--- config.mk ---
export PLATFORM = sky130hd
export DESIGN_NAME = cmgf_fanout
export DESIGN_NICKNAME = d
export VERILOG_FILES = /design/src/core/cmgf_pkg.sv /design/src/core/cmgf_fanout.sv
export VERILOG_INCLUDE_DIRS = /design/src /design/src/core
export SDC_FILE = /design/constraint.sdc
export NUM_CORES = 1
export LEC_CHECK = 0
export BUFFER_PORTS_ARGS = -buffer_cell sky130_fd_sc_hd__buf_2
export CAP_MARGIN = 20
export CORE_MARGIN = 4
export CORE_UTILIZATION = 30
export CTS_CLUSTER_SIZE = 20
export DETAILED_ROUTE_END_ITERATION = 10
export PLACE_DENSITY = 0.53
export SYNTH_ARGS = -nofsm -noshare
export SYNTH_HDL_FRONTEND = slang
export SYNTH_SLANG_ARGS = --single-unit
export TNS_END_PERCENT = 10
--- constraint.sdc ---
create_clock -name I_SYS_CLK -period 2.7 [get_ports I_SYS_CLK]
set_input_delay 0.405 -clock I_SYS_CLK [delete_from_list [all_inputs] [get_ports I_SYS_CLK]]
set_output_delay 0.405 -clock I_SYS_CLK [all_outputs]
set_load 0.05 [all_outputs]
--- src/core/cmgf_consts.svh ---
// Reset values and fixed counts for the gated clock fanout
`ifndef CMGF_CONSTS_SVH
`define CMGF_CONSTS_SVH
`define CMGF_NUM_OUT 4
`define CMGF_SYNC_RST 6'h00
`define CMGF_SEL_DIFF 1'h1
`endif

--- src/core/cmgf_pkg.sv ---
// Types shared by the gated clock fanout
package cmgf_pkg;
    // Sampled input clocks and controls, after synchronisation
    typedef struct packed {
        logic diff_in_pos;
        logic diff_in_neg;
        logic single_ended_in;
        logic src_sel;
        logic clk_en;
        logic out_en;
    } cmgf_in_t;
    // Enable gate states, one-hot
    typedef enum logic [1:0] {
        CMGF_GATE_OFF = 2'b01,
        CMGF_GATE_ON = 2'b10
    } cmgf_gate_t;
endpackage

--- src/core/cmgf_fanout.sv ---
// Glitch-free two-source clock fanout with four gated, tri-stateable outputs
// Operation
// - Source select high routes the differential pair, low the single-ended clock.
// - Output drive enable low releases all four outputs regardless of other inputs.
// - With drive on and clock enable low, outputs stay static low.
// - Clock enable is synchronised so enable changes never cause runt pulses.
// - Enable change takes effect only after a selected rising then falling edge.
// - One selected clock drives four identical outputs, gated and released together.
`timescale 1ns/10ps
`include "cmgf_consts.svh"
module cmgf_fanout #(
    parameter int NUM_OUT = `CMGF_NUM_OUT
) (
    // System clock and reset
    input wire logic I_SYS_CLK,
    input wire logic I_RST,
    // Input clocks from the upstream source
    input wire logic I_DIFF_IN_POS,
    input wire logic I_DIFF_IN_NEG,
    input wire logic I_SINGLE_ENDED_IN,
    // Control pins
    input wire logic I_SRC_SEL,
    input wire logic I_CLK_EN,
    input wire logic I_OUT_EN,
    // Fanout outputs; enable is low while driving
    output logic [NUM_OUT-1:0] O_FANOUT_OUTPUTS,
    output logic [NUM_OUT-1:0] O_FANOUT_OUTPUTS_OE_N
);
    // Elaboration checks: an empty fanout has nothing to drive, and the pin
    // vector below is cast straight onto the input struct
    if (NUM_OUT < 1) begin : g_bad_num_out
        $error("NUM_OUT must be at least one");
    end
    if ($bits(cmgf_pkg::cmgf_in_t) != 6) begin : g_bad_pin_vector
        $error("Input struct must hold six pins");
    end

    // Limitation: every input clock is sampled by the system clock, so each phase
    // of a selected clock must last several system cycles; a faster input aliases
    // and its gated copy loses or merges pulses

    // ****************************************
    // Input synchronisers
    // ****************************************
    // Every pin is asynchronous to the system clock, so each gets two flops
    // Reset clears both stages, so no pin looks high until two real samples arrive
    logic [5:0] meta_q;
    logic [5:0] sync_q;
    cmgf_pkg::cmgf_in_t pin_s;
    always_ff @(posedge I_SYS_CLK or posedge I_RST) begin
        if (I_RST) begin
            meta_q <= `CMGF_SYNC_RST;
            sync_q <= `CMGF_SYNC_RST;
        end else begin
            meta_q <= {I_DIFF_IN_POS, I_DIFF_IN_NEG, I_SINGLE_ENDED_IN, I_SRC_SEL, I_CLK_EN, I_OUT_EN};
            sync_q <= meta_q;
        end
    end
    assign pin_s = cmgf_pkg::cmgf_in_t'(sync_q);

    // ****************************************
    // Source selection
    // ****************************************
    // Differential receiver: positive above negative means high; a pair that
    // sits equal reads as low, so an idle differential source rests low
    wire diff_clk = pin_s.diff_in_pos & ~pin_s.diff_in_neg;
    // The select is a plain level: switching it mid-phase may cut one pulse, so
    // hold the clock enable low while the source changes
    wire sel_clk = (pin_s.src_sel == `CMGF_SEL_DIFF) ? diff_clk : pin_s.single_ended_in;

    // Edge tracking of the selected clock
    // A rise or fall marks the first system cycle that sees the new level
    logic sel_clk_q;
    always_ff @(posedge I_SYS_CLK or posedge I_RST) begin
        if (I_RST) begin
            sel_clk_q <= 1'b0;
        end else begin
            sel_clk_q <= sel_clk;
        end
    end
    wire rise = sel_clk & ~sel_clk_q;
    wire fall = ~sel_clk & sel_clk_q;

    // ****************************************
    // Enable synchroniser to the selected clock
    // ****************************************
    // First stage captures the enable on a rising edge of the selected clock
    logic en_rise_q;
    always_ff @(posedge I_SYS_CLK or posedge I_RST) begin
        if (I_RST) begin
            en_rise_q <= 1'b0;
        end else if (rise) begin
            en_rise_q <= pin_s.clk_en;
        end
    end

    // Second stage: latch open only while the clock is low, so the gate
    // moves on the falling edge and never cuts a high phase short
    // The flop stands in for a level latch so the whole block stays on one clock
    cmgf_pkg::cmgf_gate_t gate_q;
    cmgf_pkg::cmgf_gate_t gate_d;
    always_comb begin
        gate_d = gate_q;
        case (gate_q)
            cmgf_pkg::CMGF_GATE_OFF: begin
                if (~sel_clk & en_rise_q) gate_d = cmgf_pkg::CMGF_GATE_ON;
            end
            cmgf_pkg::CMGF_GATE_ON: begin
                if (~sel_clk & ~en_rise_q) gate_d = cmgf_pkg::CMGF_GATE_OFF;
            end
            default: gate_d = cmgf_pkg::CMGF_GATE_OFF;
        endcase
    end
    always_ff @(posedge I_SYS_CLK or posedge I_RST) begin
        if (I_RST) begin
            gate_q <= cmgf_pkg::CMGF_GATE_OFF;
        end else begin
            gate_q <= gate_d;
        end
    end
    // Decoded once for the AND gate and the checks
    wire gate_on = (gate_q == cmgf_pkg::CMGF_GATE_ON);

    // ****************************************
    // Output stage
    // ****************************************
    // Clock ANDed with the latched enable; outputs registered and replicated
    // Each copy has its own flop fed from the same wire, so all copies change in
    // the same cycle; the cost is one more cycle of latency behind the pins
    wire gated_clk = sel_clk & gate_on;
    logic [NUM_OUT-1:0] out_q;
    logic [NUM_OUT-1:0] oe_n_q;
    always_ff @(posedge I_SYS_CLK or posedge I_RST) begin
        if (I_RST) begin
            out_q <= '0;
            oe_n_q <= '1;
        end else begin
            out_q <= {NUM_OUT{gated_clk}};
            oe_n_q <= {NUM_OUT{~pin_s.out_en}};
        end
    end
    assign O_FANOUT_OUTPUTS = out_q;
    assign O_FANOUT_OUTPUTS_OE_N = oe_n_q;

    // ****************************************
    // Pulse width tracker
    // ****************************************
    // Lengths of the current high run of the selected clock and of its gated
    // copy; both saturate so a stopped clock cannot wrap them
    // Only the checks read these counters
    logic [7:0] src_run_q;
    logic [7:0] gated_run_q;
    wire [7:0] src_run_d = sel_clk ? ((src_run_q == 8'hff) ? src_run_q : src_run_q + 8'h01) : 8'h00;
    wire [7:0] gated_run_d = gated_clk ? ((gated_run_q == 8'hff) ? gated_run_q : gated_run_q + 8'h01) : 8'h00;
    always_ff @(posedge I_SYS_CLK or posedge I_RST) begin
        if (I_RST) begin
            src_run_q <= 8'h00;
            gated_run_q <= 8'h00;
        end else begin
            src_run_q <= src_run_d;
            gated_run_q <= gated_run_d;
        end
    end

    // ****************************************
    // Checks
    // ****************************************
    // Drive and gate checks against the synchronised pins
    a_release_when_off: assert property (@(posedge I_SYS_CLK) disable iff (I_RST)
        !pin_s.out_en |=> (O_FANOUT_OUTPUTS_OE_N == '1)) else $error("Outputs driven while disabled");
    a_drive_when_on: assert property (@(posedge I_SYS_CLK) disable iff (I_RST)
        pin_s.out_en |=> (O_FANOUT_OUTPUTS_OE_N == '0)) else $error("Outputs released while enabled");
    a_low_when_gated: assert property (@(posedge I_SYS_CLK) disable iff (I_RST)
        !gate_on |=> (O_FANOUT_OUTPUTS == '0)) else $error("Output high while gated off");
    a_follow_when_on: assert property (@(posedge I_SYS_CLK) disable iff (I_RST)
        gate_on |=> (O_FANOUT_OUTPUTS[0] == $past(sel_clk))) else $error("Output not following clock");
    a_outputs_equal: assert property (@(posedge I_SYS_CLK) disable iff (I_RST)
        (O_FANOUT_OUTPUTS == {NUM_OUT{O_FANOUT_OUTPUTS[0]}})) else $error("Outputs differ");
    a_gate_moves_low: assert property (@(posedge I_SYS_CLK) disable iff (I_RST)
        $changed(gate_q) |-> !$past(sel_clk)) else $error("Gate moved while clock high");
    a_no_runt_cut: assert property (@(posedge I_SYS_CLK) disable iff (I_RST)
        (gate_on && sel_clk) |=> gate_on) else $error("High pulse cut short");
    a_enable_needs_rise: assert property (@(posedge I_SYS_CLK) disable iff (I_RST)
        $rose(gate_on) |-> $past(en_rise_q)) else $error("Enabled without rising edge sample");

    // ****************************************
    // Gate timing checks
    // ****************************************
    // The enable sample may move only on a rising edge of the selected clock
    a_sample_on_rise: assert property (@(posedge I_SYS_CLK) disable iff (I_RST)
        $changed(en_rise_q) |-> $past(rise)) else $error("Enable sampled off a rising edge");

    // The gate may move only in the first low cycle after a falling edge
    a_gate_after_fall: assert property (@(posedge I_SYS_CLK) disable iff (I_RST)
        $changed(gate_q) |-> $past(fall)) else $error("Gate moved away from a falling edge");
    // Turning off needs a sampled low enable, mirroring the turn-on check
    a_stop_needs_rise: assert property (@(posedge I_SYS_CLK) disable iff (I_RST)
        $fell(gate_on) |-> !$past(en_rise_q)) else $error("Disabled without rising edge sample");

    // While the clock is low the latch is open and must copy the sampled enable
    a_latch_open_low: assert property (@(posedge I_SYS_CLK) disable iff (I_RST)
        (!sel_clk && (gate_on != en_rise_q)) |=> (gate_on == $past(en_rise_q)))
        else $error("Latch did not follow while clock low");
    // A gated high pulse is either absent or exactly as long as the source phase
    a_full_width: assert property (@(posedge I_SYS_CLK) disable iff (I_RST)
        fall |-> (gated_run_q == 8'h00 || gated_run_q == src_run_q)) else $error("Runt pulse on gated clock");

    // ****************************************
    // Routing and fanout checks
    // ****************************************
    // Each source must reach the outputs through the open gate one cycle later
    a_routes_diff: assert property (@(posedge I_SYS_CLK) disable iff (I_RST)
        (gate_on && pin_s.src_sel) |=> (O_FANOUT_OUTPUTS[0] == $past(diff_clk)))
        else $error("Differential source not routed");
    a_routes_single: assert property (@(posedge I_SYS_CLK) disable iff (I_RST)
        (gate_on && !pin_s.src_sel) |=> (O_FANOUT_OUTPUTS[0] == $past(pin_s.single_ended_in)))
        else $error("Single-ended source not routed");
    // All enables move together, so no output is driven while another floats
    a_enables_equal: assert property (@(posedge I_SYS_CLK) disable iff (I_RST)
        (O_FANOUT_OUTPUTS_OE_N == {NUM_OUT{O_FANOUT_OUTPUTS_OE_N[0]}})) else $error("Output enables differ");
    // The gate state must stay one of its two one-hot codes
    a_gate_one_hot: assert property (@(posedge I_SYS_CLK) disable iff (I_RST)
        $onehot(gate_q)) else $error("Gate state not one-hot");
endmodule // cmgf_fanout

==> reports/summary.txt, run 1 <==
Outcome: completed
Die H: 52.9 um
Reg2reg setup slack: 1580 ps
Nets@finish: 58
Slowest CP cell: dfstp_2
RSZ-0062 raised after global routing: no
CTS buffer count: 3
Netlist cell types: 14
Critical path's largest stage delay: 550 ps
Antenna viol nets, final: 0
Skew-Pair Late Insertion Delay: 280 ps
I/O Pins: 16
Global route overflow: 0
Largest net degree at the start of global routing: 19
Final Max Slew Viols: 0
Number of port buffers: 15
Post-synth top area share: 66.3%
Measured slew at the worst slew-check pin: 627 ps
Largest family of logic cells by synthesized area: simple AND/OR/NAND/NOR gates
Cell Count, Final, Fillers Out: 74
Min Clock Period, post-route: 1490 ps
Area share of fa/ha/maj cells after synthesis: 0%
CTS Hold Bufs: 0
Simple-Gate Fraction of Synth Area: 8.70%
Startpoint types: register
DRC: 0
CTS resizes: 0
Sw Ratio: 25.5%
Data required, critical path: 2300 ps
Max-Cap Viols: 0
Critical path class: register to output port
Total Routing Usage GR: 6.03%
Ant diodes: 0
H-tree depth: 1
Cell taking the most area after synthesis: dfrtp_1
HPWL after detailed placement: 490 um
CORE AREA: 0.00182 sq mm
Initial antenna violation count: 0
Combinational fraction of design power: 15.8%
Chip width: 52.9 um
Mux contribution to synthesized area: 2.48%
Synthesized Nets: 44
VDD IR-drop max: 0.000493 V
Postcts setup bufs: 0
Worst-path cell chain: buf_2
Worst Hold Class: input pin to async pin
Root Driver: clkbuf_4
Complex-gate fraction of the synthesized area: 5.18%
Final period util: 55.3%
Vias in the first global route: 293
Crit end category: output port
Maximum clock skew at final layout: 2.46 ps
Most common cell after layout, fill and taps aside: dfrtp_1
Worst R2R Path Depth: 3
DR iter-0 viols: 6
Sink Count: 18
Int Power: 0.421 mW
DR vias: 286
Crit-path max FO: 4
Clock power frac: 27.7%
Die Area: 0.00280 sq mm
YS warnings: 0
# setup viols final: 0
Sw Pwr: 0.144 mW
Routability cong.: 0.688
Seq pwr share: 56.5%
Most frequent cells in the layout: dfrtp_1 (16), buf_2 (15), clkbuf_4 (3)
Dpl cells: 70
CP delay by family, top: flip-flops
Top cells by area, synth: dfrtp_1 (66%), dfstp_2 (8.7%), buf_4 (7.5%)
Worst slew margin: 58.1%
Max Root-Sink Buffers: 2
Worst EP arrival: 1090 ps
Total Routed Length: 664 um
Synth-to-Final Area Change: 16.1%
Cell count after synthesis: 36
FP Rows: 15
Flops & latches, synth: 18
Layout cells sized above 1: 51.0%
Routed vias/inst: 3.86
Initial core utilization: 33.2%
First-pass GRT wire length: 1150 um
Drt first pass iters: 4
Reg2reg start: pin_s[2]
CTS clk-pin slew, worst paths: 90 ps
CTS tree: yes
Cell Pwr Density: 804 mW/mm^2
Xor/xnor share of the synthesized area: 0%
Synth Cell Area: 604 sq um
Routed WL per cell: 8.97 um
Seq/Total Area, Yosys: 74.9%
Buffers and inverters on the worst path: 1
Worst R2R End: en_rise_q
Final setup TNS: 0 ps
Syn_area_per_cell: 16.8 sq um
Fin. Hold Viols: 0
Leak Pwr: 0.358 nW
FMAX: 0.669 GHz
-- cell usage after synthesis --
| cell type | count |
|---|---|
| nand3b_4 | 1 |
| nand4b_1 | 1 |
| dfstp_2 | 2 |
| a2bb2oi_1 | 1 |
| dfrtp_1 | 16 |
| mux2_4 | 1 |
| a21oi_1 | 1 |
| buf_4 | 6 |
| inv_1 | 2 |
| o2bb2ai_1 | 1 |
| nand2_1 | 1 |
| a21oi_2 | 1 |
| nand2b_1 | 1 |
| nand2b_4 | 1 |
-- how the worst max path moves through the flow --
stage	startpoint	to	slack (ps)	depth (start not counted)
3_3_place_gp	O_FANOUT_OUTPUTS_OE_N[0]	O_FANOUT_OUTPUTS_OE_N[0]	1530	1
3_5_place_dp	O_FANOUT_OUTPUTS_OE_N[0]	O_FANOUT_OUTPUTS_OE_N[2]	1520	1
5_1_grt	O_FANOUT_OUTPUTS_OE_N[0]	O_FANOUT_OUTPUTS_OE_N[1]	1150	1
6_report	O_FANOUT_OUTPUTS_OE_N[0]	O_FANOUT_OUTPUTS_OE_N[2]	1210	1
2_1_floorplan	O_FANOUT_OUTPUTS_OE_N[0]	O_FANOUT_OUTPUTS_OE_N[1]	1360	1
4_1_cts	O_FANOUT_OUTPUTS_OE_N[0]	O_FANOUT_OUTPUTS_OE_N[2]	1180	1
-- flip-flops by register name (all words and copies together), names as in the netlist --
register / cells
en_rise_q: 1
sel_clk_q: 1
O_FANOUT_OUTPUTS_OE_N: 1
gate_q: 2
meta_q: 6
pin_s: 6
O_FANOUT_OUTPUTS: 1
-- area by class of cell --
class | count | area [sq um]
Multi-Input combinational cell | 10 | 98.8
Fill cell | 179 | 1120
Timing Repair Buffer | 15 | 75.1
Clock buffer | 4 | 36.3
Tap cell | 25 | 31.3
Inverter | 2 | 7.51
Sequential cell | 18 | 453
-- metrics by stage --
stage / setup WS [ps] / utilization (%) / total power, mW / hold slack (ps) / area [sq um]
floorplan: 1360 / - / 0.403 / 331 / 604
global placement: 1530 / 36.6 / 0.414 / 332 / 666
detailed placement: 1520 / 36.6 / 0.415 / 336 / 666
CTS: 1180 / 38.6 / 0.576 / 200 / 702
global route: 1150 / 38.6 / 0.604 / 189 / 702
finish: 1210 / 38.6 / 0.565 / 184 / 702
-- power by group through the flow --
stage               Sequential [mW]  Combinational (mW)  Clock [mW]
floorplan                     0.330              0.0732           0
global placement              0.324              0.0892           0
detailed placement            0.325              0.0897           0
CTS                           0.320              0.0900       0.166
global route                  0.324              0.0963       0.184
finish                        0.319              0.0890       0.157
-- logic make-up after synthesis --
| family | count (synthesis) |
|---|---|
| flops | 18 |
| mux | 1 |
| compound gates | 4 |
| simple gates | 5 |
| buf+inv | 8 |
-- routing by layer --
layer | share of wire (%) | up-vias | track usage, % | wire (um)
met3 | 16 | 0 | 5.07 | 104
met1 | 42 | 126 | 6.63 | 279
met5 | 0 | - | 0 | 0
met2 | 42 | 20 | 8.88 | 281
met4 | 0 | 0 | 1.28 | 0
li1 | - | 140 | - | -
No activity file was read; power rests on OpenSTA's default activity.
==> inputs of run 2 (changes only) <==
ABC_AREA = 1   (was unset)
PLACE_DENSITY = 0.55   (was 0.53)
clock period = 1.2 ns   (was 2.7 ns; I/O delays follow)
==> run 2 against run 1 <==
The flow now finishes with violations (setup timing). Clock skew is 1.7 ps lower. Clock-buffer cell count is the same. Highest routed layer is now met4. Flip-flop and latch count unchanged. Clock power is 130% higher. Non-clock buffer count increased by 8. Cell area grew 20%. Synthesized area grew 8.7%. Largest cell class unchanged. Sequential share of layout area down 11 points. Power grew 130%. Combinational power increased to 2.7 times the previous value. Utilization increased by 3.2 points.
==> reports/summary.txt, run 2 <==
FMAX: 0.814 GHz
H-tree depth: 1 (unchanged)
CTS buffer count: 3 (unchanged)
Seq pwr share: 53.8% (-2.7 points)
Skew-Pair Late Insertion Delay: 290 ps (about the same)
Outcome: complete, but fails checks
PnR Total Power: 1.31 mW (+130%)
Initial antenna violation count: 0 (unchanged)
Synthesized Nets: 64 (+45%)
Largest net degree at the start of global routing: 19 (unchanged)
Failing checks: setup timing
Multi-input logic area: 121 sq um (+23%)
Int Power: 0.950 mW (+130%)
Die H: 54.8 um (+3.6%)
I/O Pins: 16 (unchanged)
Leak Pwr: 0.465 nW (+30%)
Min Clock Period, post-route: 1230 ps
Buffers and inverters on the worst path: 1 (unchanged)
Worst Hold Class: register to register
DR iter-0 viols: 2 (-4)
DR vias: 397 (+39%)
Layout cells sized above 1: 37.7% (-13 points)
Combinational fraction of design power: 18.5% (+2.7 points)
Worst path depth: 1 (unchanged)
Slowest CP cell: dfstp_2
Fillers: 190 (+6.1%)
Netlist cell types: 11 (-3)
Sw Pwr: 0.360 mW (+150%)
Placement Setup Slack: 243 ps (-1270 ps)
Worst R2R End: gate_q[1]
Critical path's largest stage delay: 560 ps (about the same)
Sink Count: 18 (unchanged)
DRC: 0 (unchanged)
Final setup TNS: -109 ps (-109 ps)
Crit-path max FO: 4 (unchanged)
HPWL after detailed placement: 551 um (+12%)
Reg2reg setup slack: 270 ps (-1310 ps)
Maximum clock skew at final layout: 0.786 ps (-1.67 ps)
Number of port buffers: 15 (unchanged)
Top cells by area, synth: dfrtp_1 (61%), dfstp_2 (8.0%), buf_4 (6.9%)
Data required, critical path: 1020 ps (-1280 ps)
Hold path depth: 1
Post-synth top area share: 61.0% (-5.3 points)
Total Routing Usage GR: 7.60% (+1.6 points)
Chip width: 54.8 um (+3.6%)
Hold slack: 353 ps (+169 ps)
CTS tree: yes
Final worst setup slack: -28.3 ps (-1230 ps)
Hold Crit Start: pin_s[0]
Antenna viol nets, final: 0 (unchanged)
Main synth FF type: dfrtp_1
Ant diodes: 0 (unchanged)
Worst EP arrival: 1050 ps (-40 ps)
Post-synth EDFFs: 0 (unchanged)
Register area: 453 sq um (unchanged)
Vias in the first global route: 361 (+23%)
CTS clk-pin slew, worst paths: 90 ps (about the same)
Fin. Hold Viols: 0 (unchanged)
RSZ-0062 raised after global routing: yes
YS warnings: 0 (unchanged)
Cell Pwr Density: 1550 mW/mm^2 (+93%)
Total Routed Length: 856 um (+29%)
Worst hold endpoint: O_FANOUT_OUTPUTS_OE_N[0]
Ys async rst share: 100% (unchanged)
Sw Ratio: 27.5% (+2.0 points)
Final Max Slew Viols: 0 (unchanged)
Global route overflow: 0 (unchanged)
Cell taking the most area after synthesis: dfrtp_1
Nets@finish: 86 (+48%)
Critical path class: register to output port
Worst-path cell chain: buf_4
Synth Cell Area: 657 sq um (+8.7%)
First-pass GRT wire length: 1470 um (+28%)
Routed vias/inst: 3.82 (-1.2%)
Measured slew at the worst slew-check pin: 250 ps (-378 ps)
FP Rows: 16 (+1)
Most common cell in the netlist: dfrtp_1
Root Driver: clkbuf_4
# setup viols final: 4 (+4)
Postcts setup bufs: 0 (unchanged)
Max Root-Sink Buffers: 2 (unchanged)
Max-Cap Viols: 0 (unchanged)
Worst R2R Path Depth: 5 (+2)
Reg2reg start: gate_q[0]
Final period util: 102%
Seq/Total Area, Yosys: 69.0% (-6.0 points)
Commonest cells post-synth: dfrtp_1 (16), inv_1 (10), nand2_1 (9)
Routed WL per cell: 8.23 um (-8.3%)
Cell count after synthesis: 56 (+56%)
Startpoint types: register
Initial core utilization: 32.5% (-0.71 points)
Clock power frac: 27.7% (about the same)
Crit end category: output port
Flops & latches, synth: 18 (unchanged)
CORE AREA: 0.00202 sq mm (+11%)
Most common cell after layout, fill and taps aside: dfrtp_1
Die Area: 0.00300 sq mm (+7.4%)
Drt first pass iters: 2 (-2)
VDD IR-drop max: 0.000935 V (+90%)
Most frequent cells in the layout: dfrtp_1 (16), buf_2 (11), inv_1 (10)
CP delay by family, top: flip-flops
Synth-to-Final Area Change: 28.6%
Syn_area_per_cell: 11.7 sq um (-30%)
Worst slew margin: 83.5% (+25 points)
Routability cong.: 0.739 (+7.4%)
==> run 2: timing repair <==
action                                  CTS  global route
endpoints found under the setup margin    4             4
pin swaps                                 0             0
hold endpoints to repair                 22             0
hold buffers                              7             0
gates cloned                              0             0
gates resized for setup                   4             0
==> run 2: logic make-up after synthesis <==
| group | Yosys count | synth area share (%) |
|---|---|---|
| buffers and inverters | 16 | 12.6 |
| DFF | 18 | 69.0 |
| and+or+nand+nor | 22 | 18.5 |
==> run 2: power groups by stage <==
stage                     Combinational (mW)  Clock, mW  Sequential (mW)
final                                  0.242      0.363            0.705
after global routing                   0.270      0.416            0.716
after CTS                              0.245      0.381            0.707
after detailed placement               0.222          0            0.718
after global placement                 0.217          0            0.716
after floorplan                        0.180          0            0.723
==> run 2: cell type report <==
cell class / count / area share (%)
multi-input combinational: 22 / 14.4
clock buffer: 4 / 4.30
tap: 27 / 4.00
inverter: 10 / 4.44
timing repair buffer: 23 / 19.3
sequential: 18 / 53.6
==> run 2: metrics by stage <==
| step | util, % | cells | instance area, sq um |
|---|---|---|---|
| 5_1_grt | 41.8 | 104 | 845 |
| 6_report | 41.8 | 104 | 845 |
| 3_3_place_gp | 36.0 | 93 | 728 |
| 3_5_place_dp | 36.0 | 93 | 728 |
| 4_1_cts | 41.8 | 104 | 845 |
| 2_1_floorplan | - | 56 | 657 |
==> run 2: worst max path at each step <==
stage	startpoint	end	slack (ps)
2_1_floorplan	O_FANOUT_OUTPUTS_OE_N[0]	O_FANOUT_OUTPUTS_OE_N[1]	80
3_3_place_gp	O_FANOUT_OUTPUTS_OE_N[0]	O_FANOUT_OUTPUTS_OE_N[2]	250
3_5_place_dp	O_FANOUT_OUTPUTS_OE_N[0]	O_FANOUT_OUTPUTS_OE_N[1]	240
4_1_cts	O_FANOUT_OUTPUTS_OE_N[0]	O_FANOUT_OUTPUTS_OE_N[1]	-40
5_1_grt	O_FANOUT_OUTPUTS_OE_N[0]	O_FANOUT_OUTPUTS_OE_N[3]	-80
6_report	O_FANOUT_OUTPUTS_OE_N[0]	O_FANOUT_OUTPUTS_OE_N[0]	-30
==> run 2: metal layers <==
layer	vias to the layer above	track usage, %	part of all wire [%]
met5	-	0	0
met4	0	6.22	2.6
met3	4	4.90	11
met2	17	11.0	46
met1	176	7.50	40
li1	200	-	-
==> inputs of run 3 (changes only) <==
ABC_AREA = unset   (was 1)
==> run 3 against run 2 <==
The run still ends with setup timing left. Final cell count is 21% lower. Flip-flop and latch count stayed put. Register-to-register slack worse by 190 ps. Power is 0.17% lower. Highest routed layer is now met3. Sequential power is 3% higher. Critical path type unchanged. Maximum frequency is 0.40% higher. Via count is 19% lower. Critical endpoint is now O_FANOUT_OUTPUTS_OE_N[3].
==> reports/summary.txt, run 3 (same netlist as run 1, synthesis figures left out) <==
Seq pwr share: 55.3% (+1.5 points)
Routed length on met3: 98 um (+4.3%)
DR iter-0 viols: 2 (unchanged)
Fillers: 173 (-8.9%)
Worst Hold Class: input pin to async pin
Fin. Hold Viols: 0 (unchanged)
Clock power frac: 27.4% (-0.3 points)
Metal-1 WL: 294 um (-14%)
Total Routed Length: 769 um (-10%)
I/O Pins: 16 (unchanged)
Cell Count, Final, Fillers Out: 82 (-21%)
CTS tree: yes
Outcome: complete, but fails checks
Max Root-Sink Buffers: 2 (unchanged)
Maximum clock skew at final layout: 3.52 ps (+2.73 ps)
Nets@finish: 66 (-23%)
CORE AREA: 0.00182 sq mm (-10%)
Startpoint types: register
Sw Pwr: 0.339 mW (-5.8%)
Worst slew margin: 81.0% (-2.5 points)
Sw Ratio: 26.0% (-1.6 points)
DRC: 0 (unchanged)
H-tree depth: 1 (unchanged)
Worst EP arrival: 1040 ps (about the same)
Root Driver: clkbuf_4
Max layer used: met3
Measured slew at the worst slew-check pin: 284 ps (+34.8 ps)
CTS clk-pin slew, worst paths: 100 ps (about the same)
Final period util: 102% (-0.41 points)
Dpl cells: 71 (-24%)
Die H: 52.9 um (-3.5%)
Register area: 453 sq um (unchanged)
Die Area: 0.00280 sq mm (-6.9%)
Routed vias/inst: 3.90 (+2.2%)
Total Routing Usage GR: 7.67% (+0.074 points)
Multi-input logic area: 98.8 sq um (-19%)
Initial antenna violation count: 0 (unchanged)
Ant diodes: 0 (unchanged)
Final worst setup slack: -23.3 ps (+4.93 ps)
Largest net degree at the start of global routing: 12 (-7)
Cell Pwr Density: 1660 mW/mm^2 (+6.8%)
CP delay by family, top: flip-flops
Most common cell after layout, fill and taps aside: dfrtp_1
Initial core utilization: 33.2% (+0.71 points)
PnR Total Power: 1.31 mW (-0.17%)
Layout cells sized above 1: 45.6% (+8.0 points)
Leak Pwr: 0.395 nW (-15%)
Data required, critical path: 1020 ps (about the same)
FMAX: 0.817 GHz (+0.40%)
Final Max Slew Viols: 0 (unchanged)
Combinational fraction of design power: 17.3% (-1.2 points)
Metal2 WL: 376 um (-5.5%)
Final setup TNS: -91.7 ps (+17.4 ps)
First-pass GRT wire length: 1440 um (-2.3%)
Routed WL per cell: 9.38 um (+14%)
Worst-path cell chain: buf_4
CTS buffer count: 3 (unchanged)
Chip width: 52.9 um (-3.5%)
Failing checks: setup timing
Drt first pass iters: 3 (+1)
Crit end category: output port
Slowest CP cell: dfstp_2
Min Clock Period, post-route: 1220 ps (-4.93 ps)
DR vias: 320 (-19%)
VDD IR-drop max: 0.000828 V (-11%)
Number of port buffers: 15 (unchanged)
Postcts setup bufs: 0 (unchanged)
Final core occ: 43.4% (+1.6 points)
Antenna viol nets, final: 0 (unchanged)
Max-Cap Viols: 0 (unchanged)
Buffers and inverters on the worst path: 1 (unchanged)
Most frequent cells in the layout: dfrtp_1 (16), buf_2 (11), dlygate4sd3_1 (7)
# setup viols final: 4 (unchanged)
Critical path's largest stage delay: 560 ps (about the same)
Critical path class: register to output port
Int Power: 0.969 mW (+2.0%)
FP Rows: 15 (-1)
Crit-path max FO: 4 (unchanged)
Synth-to-Final Area Change: 30.6%
Skew-Pair Late Insertion Delay: 290 ps (about the same)
Global route overflow: 0 (unchanged)
Routability cong.: 0.799 (+8.2%)
RSZ-0062 raised after global routing: yes
Vias in the first global route: 348 (-3.6%)
Sink Count: 18 (unchanged)
run 3: changes by cell type in the layout (fill, tap and decap cells not counted), sizes merged, moves of 2 or more:
cell / delta
a21oi: +2
inv: -8
nand2: -14
nand2b: +2
nand3: -5
run 3: per-layer routing:
layer | GRT usage, % | up-vias
met4 | 1.28 | 0
li1 | - | 155
met2 | 12.2 | 18
met5 | 0 | -
met3 | 5.92 | 0
met1 | 8.14 | 147
run 3: path summary, 6_finish.rpt:
| check | cells after the start | slack, ps | from | to |
|---|---|---|---|---|
| max | 1 | -20 | O_FANOUT_OUTPUTS_OE_N[0] | O_FANOUT_OUTPUTS_OE_N[3] |
| min | 3 | 350 | I_RST | pin_s[0] |
| max reg2reg | 3 | 80 | pin_s[2] | en_rise_q |
| min reg2reg | 1 | 350 | pin_s[0] | O_FANOUT_OUTPUTS_OE_N[0] |
| max in group asynchronous | 4 | 410 | I_RST | pin_s[5] |
| min in group I_SYS_CLK | 1 | 350 | pin_s[0] | O_FANOUT_OUTPUTS_OE_N[0] |
run 3: stage by stage:
stage / hold slack, ps / worst slack (ps) / area, sq um
floorplan: 117 / 80.3 / 604
global placement: 125 / 106 / 673
detailed placement: 134 / 83.7 / 673
CTS: 356 / -38.4 / 790
global route: 362 / -84.2 / 790
finish: 353 / -23.3 / 790
run 3: area by class of cell:
cell class / instances / share of cell area [%]
clock buffers: 4 / 4.60
flip-flops and latches: 18 / 57.4
multi-input cells: 10 / 12.5
well taps: 25 / 3.96
inverters: 2 / 0.951
repair buffers: 23 / 20.6
run 3: timing repair:
| action | in CTS | in global routing |
|---|---|---|
| gates resized for setup | 4 | 0 |
| endpoints found under the hold margin | 11 | 0 |
| setup endpoints to repair | 4 | 4 |
| hold buffers | 7 | 0 |
| pin swaps | 0 | 0 |
run 3: power groups by stage:
stage	Combinational, mW	Sequential (mW)	Clock [mW]
floorplan	0.165	0.743	0
global placement	0.204	0.734	0
detailed placement	0.208	0.735	0
CTS	0.229	0.724	0.372
global route	0.246	0.732	0.411
finish	0.226	0.724	0.359
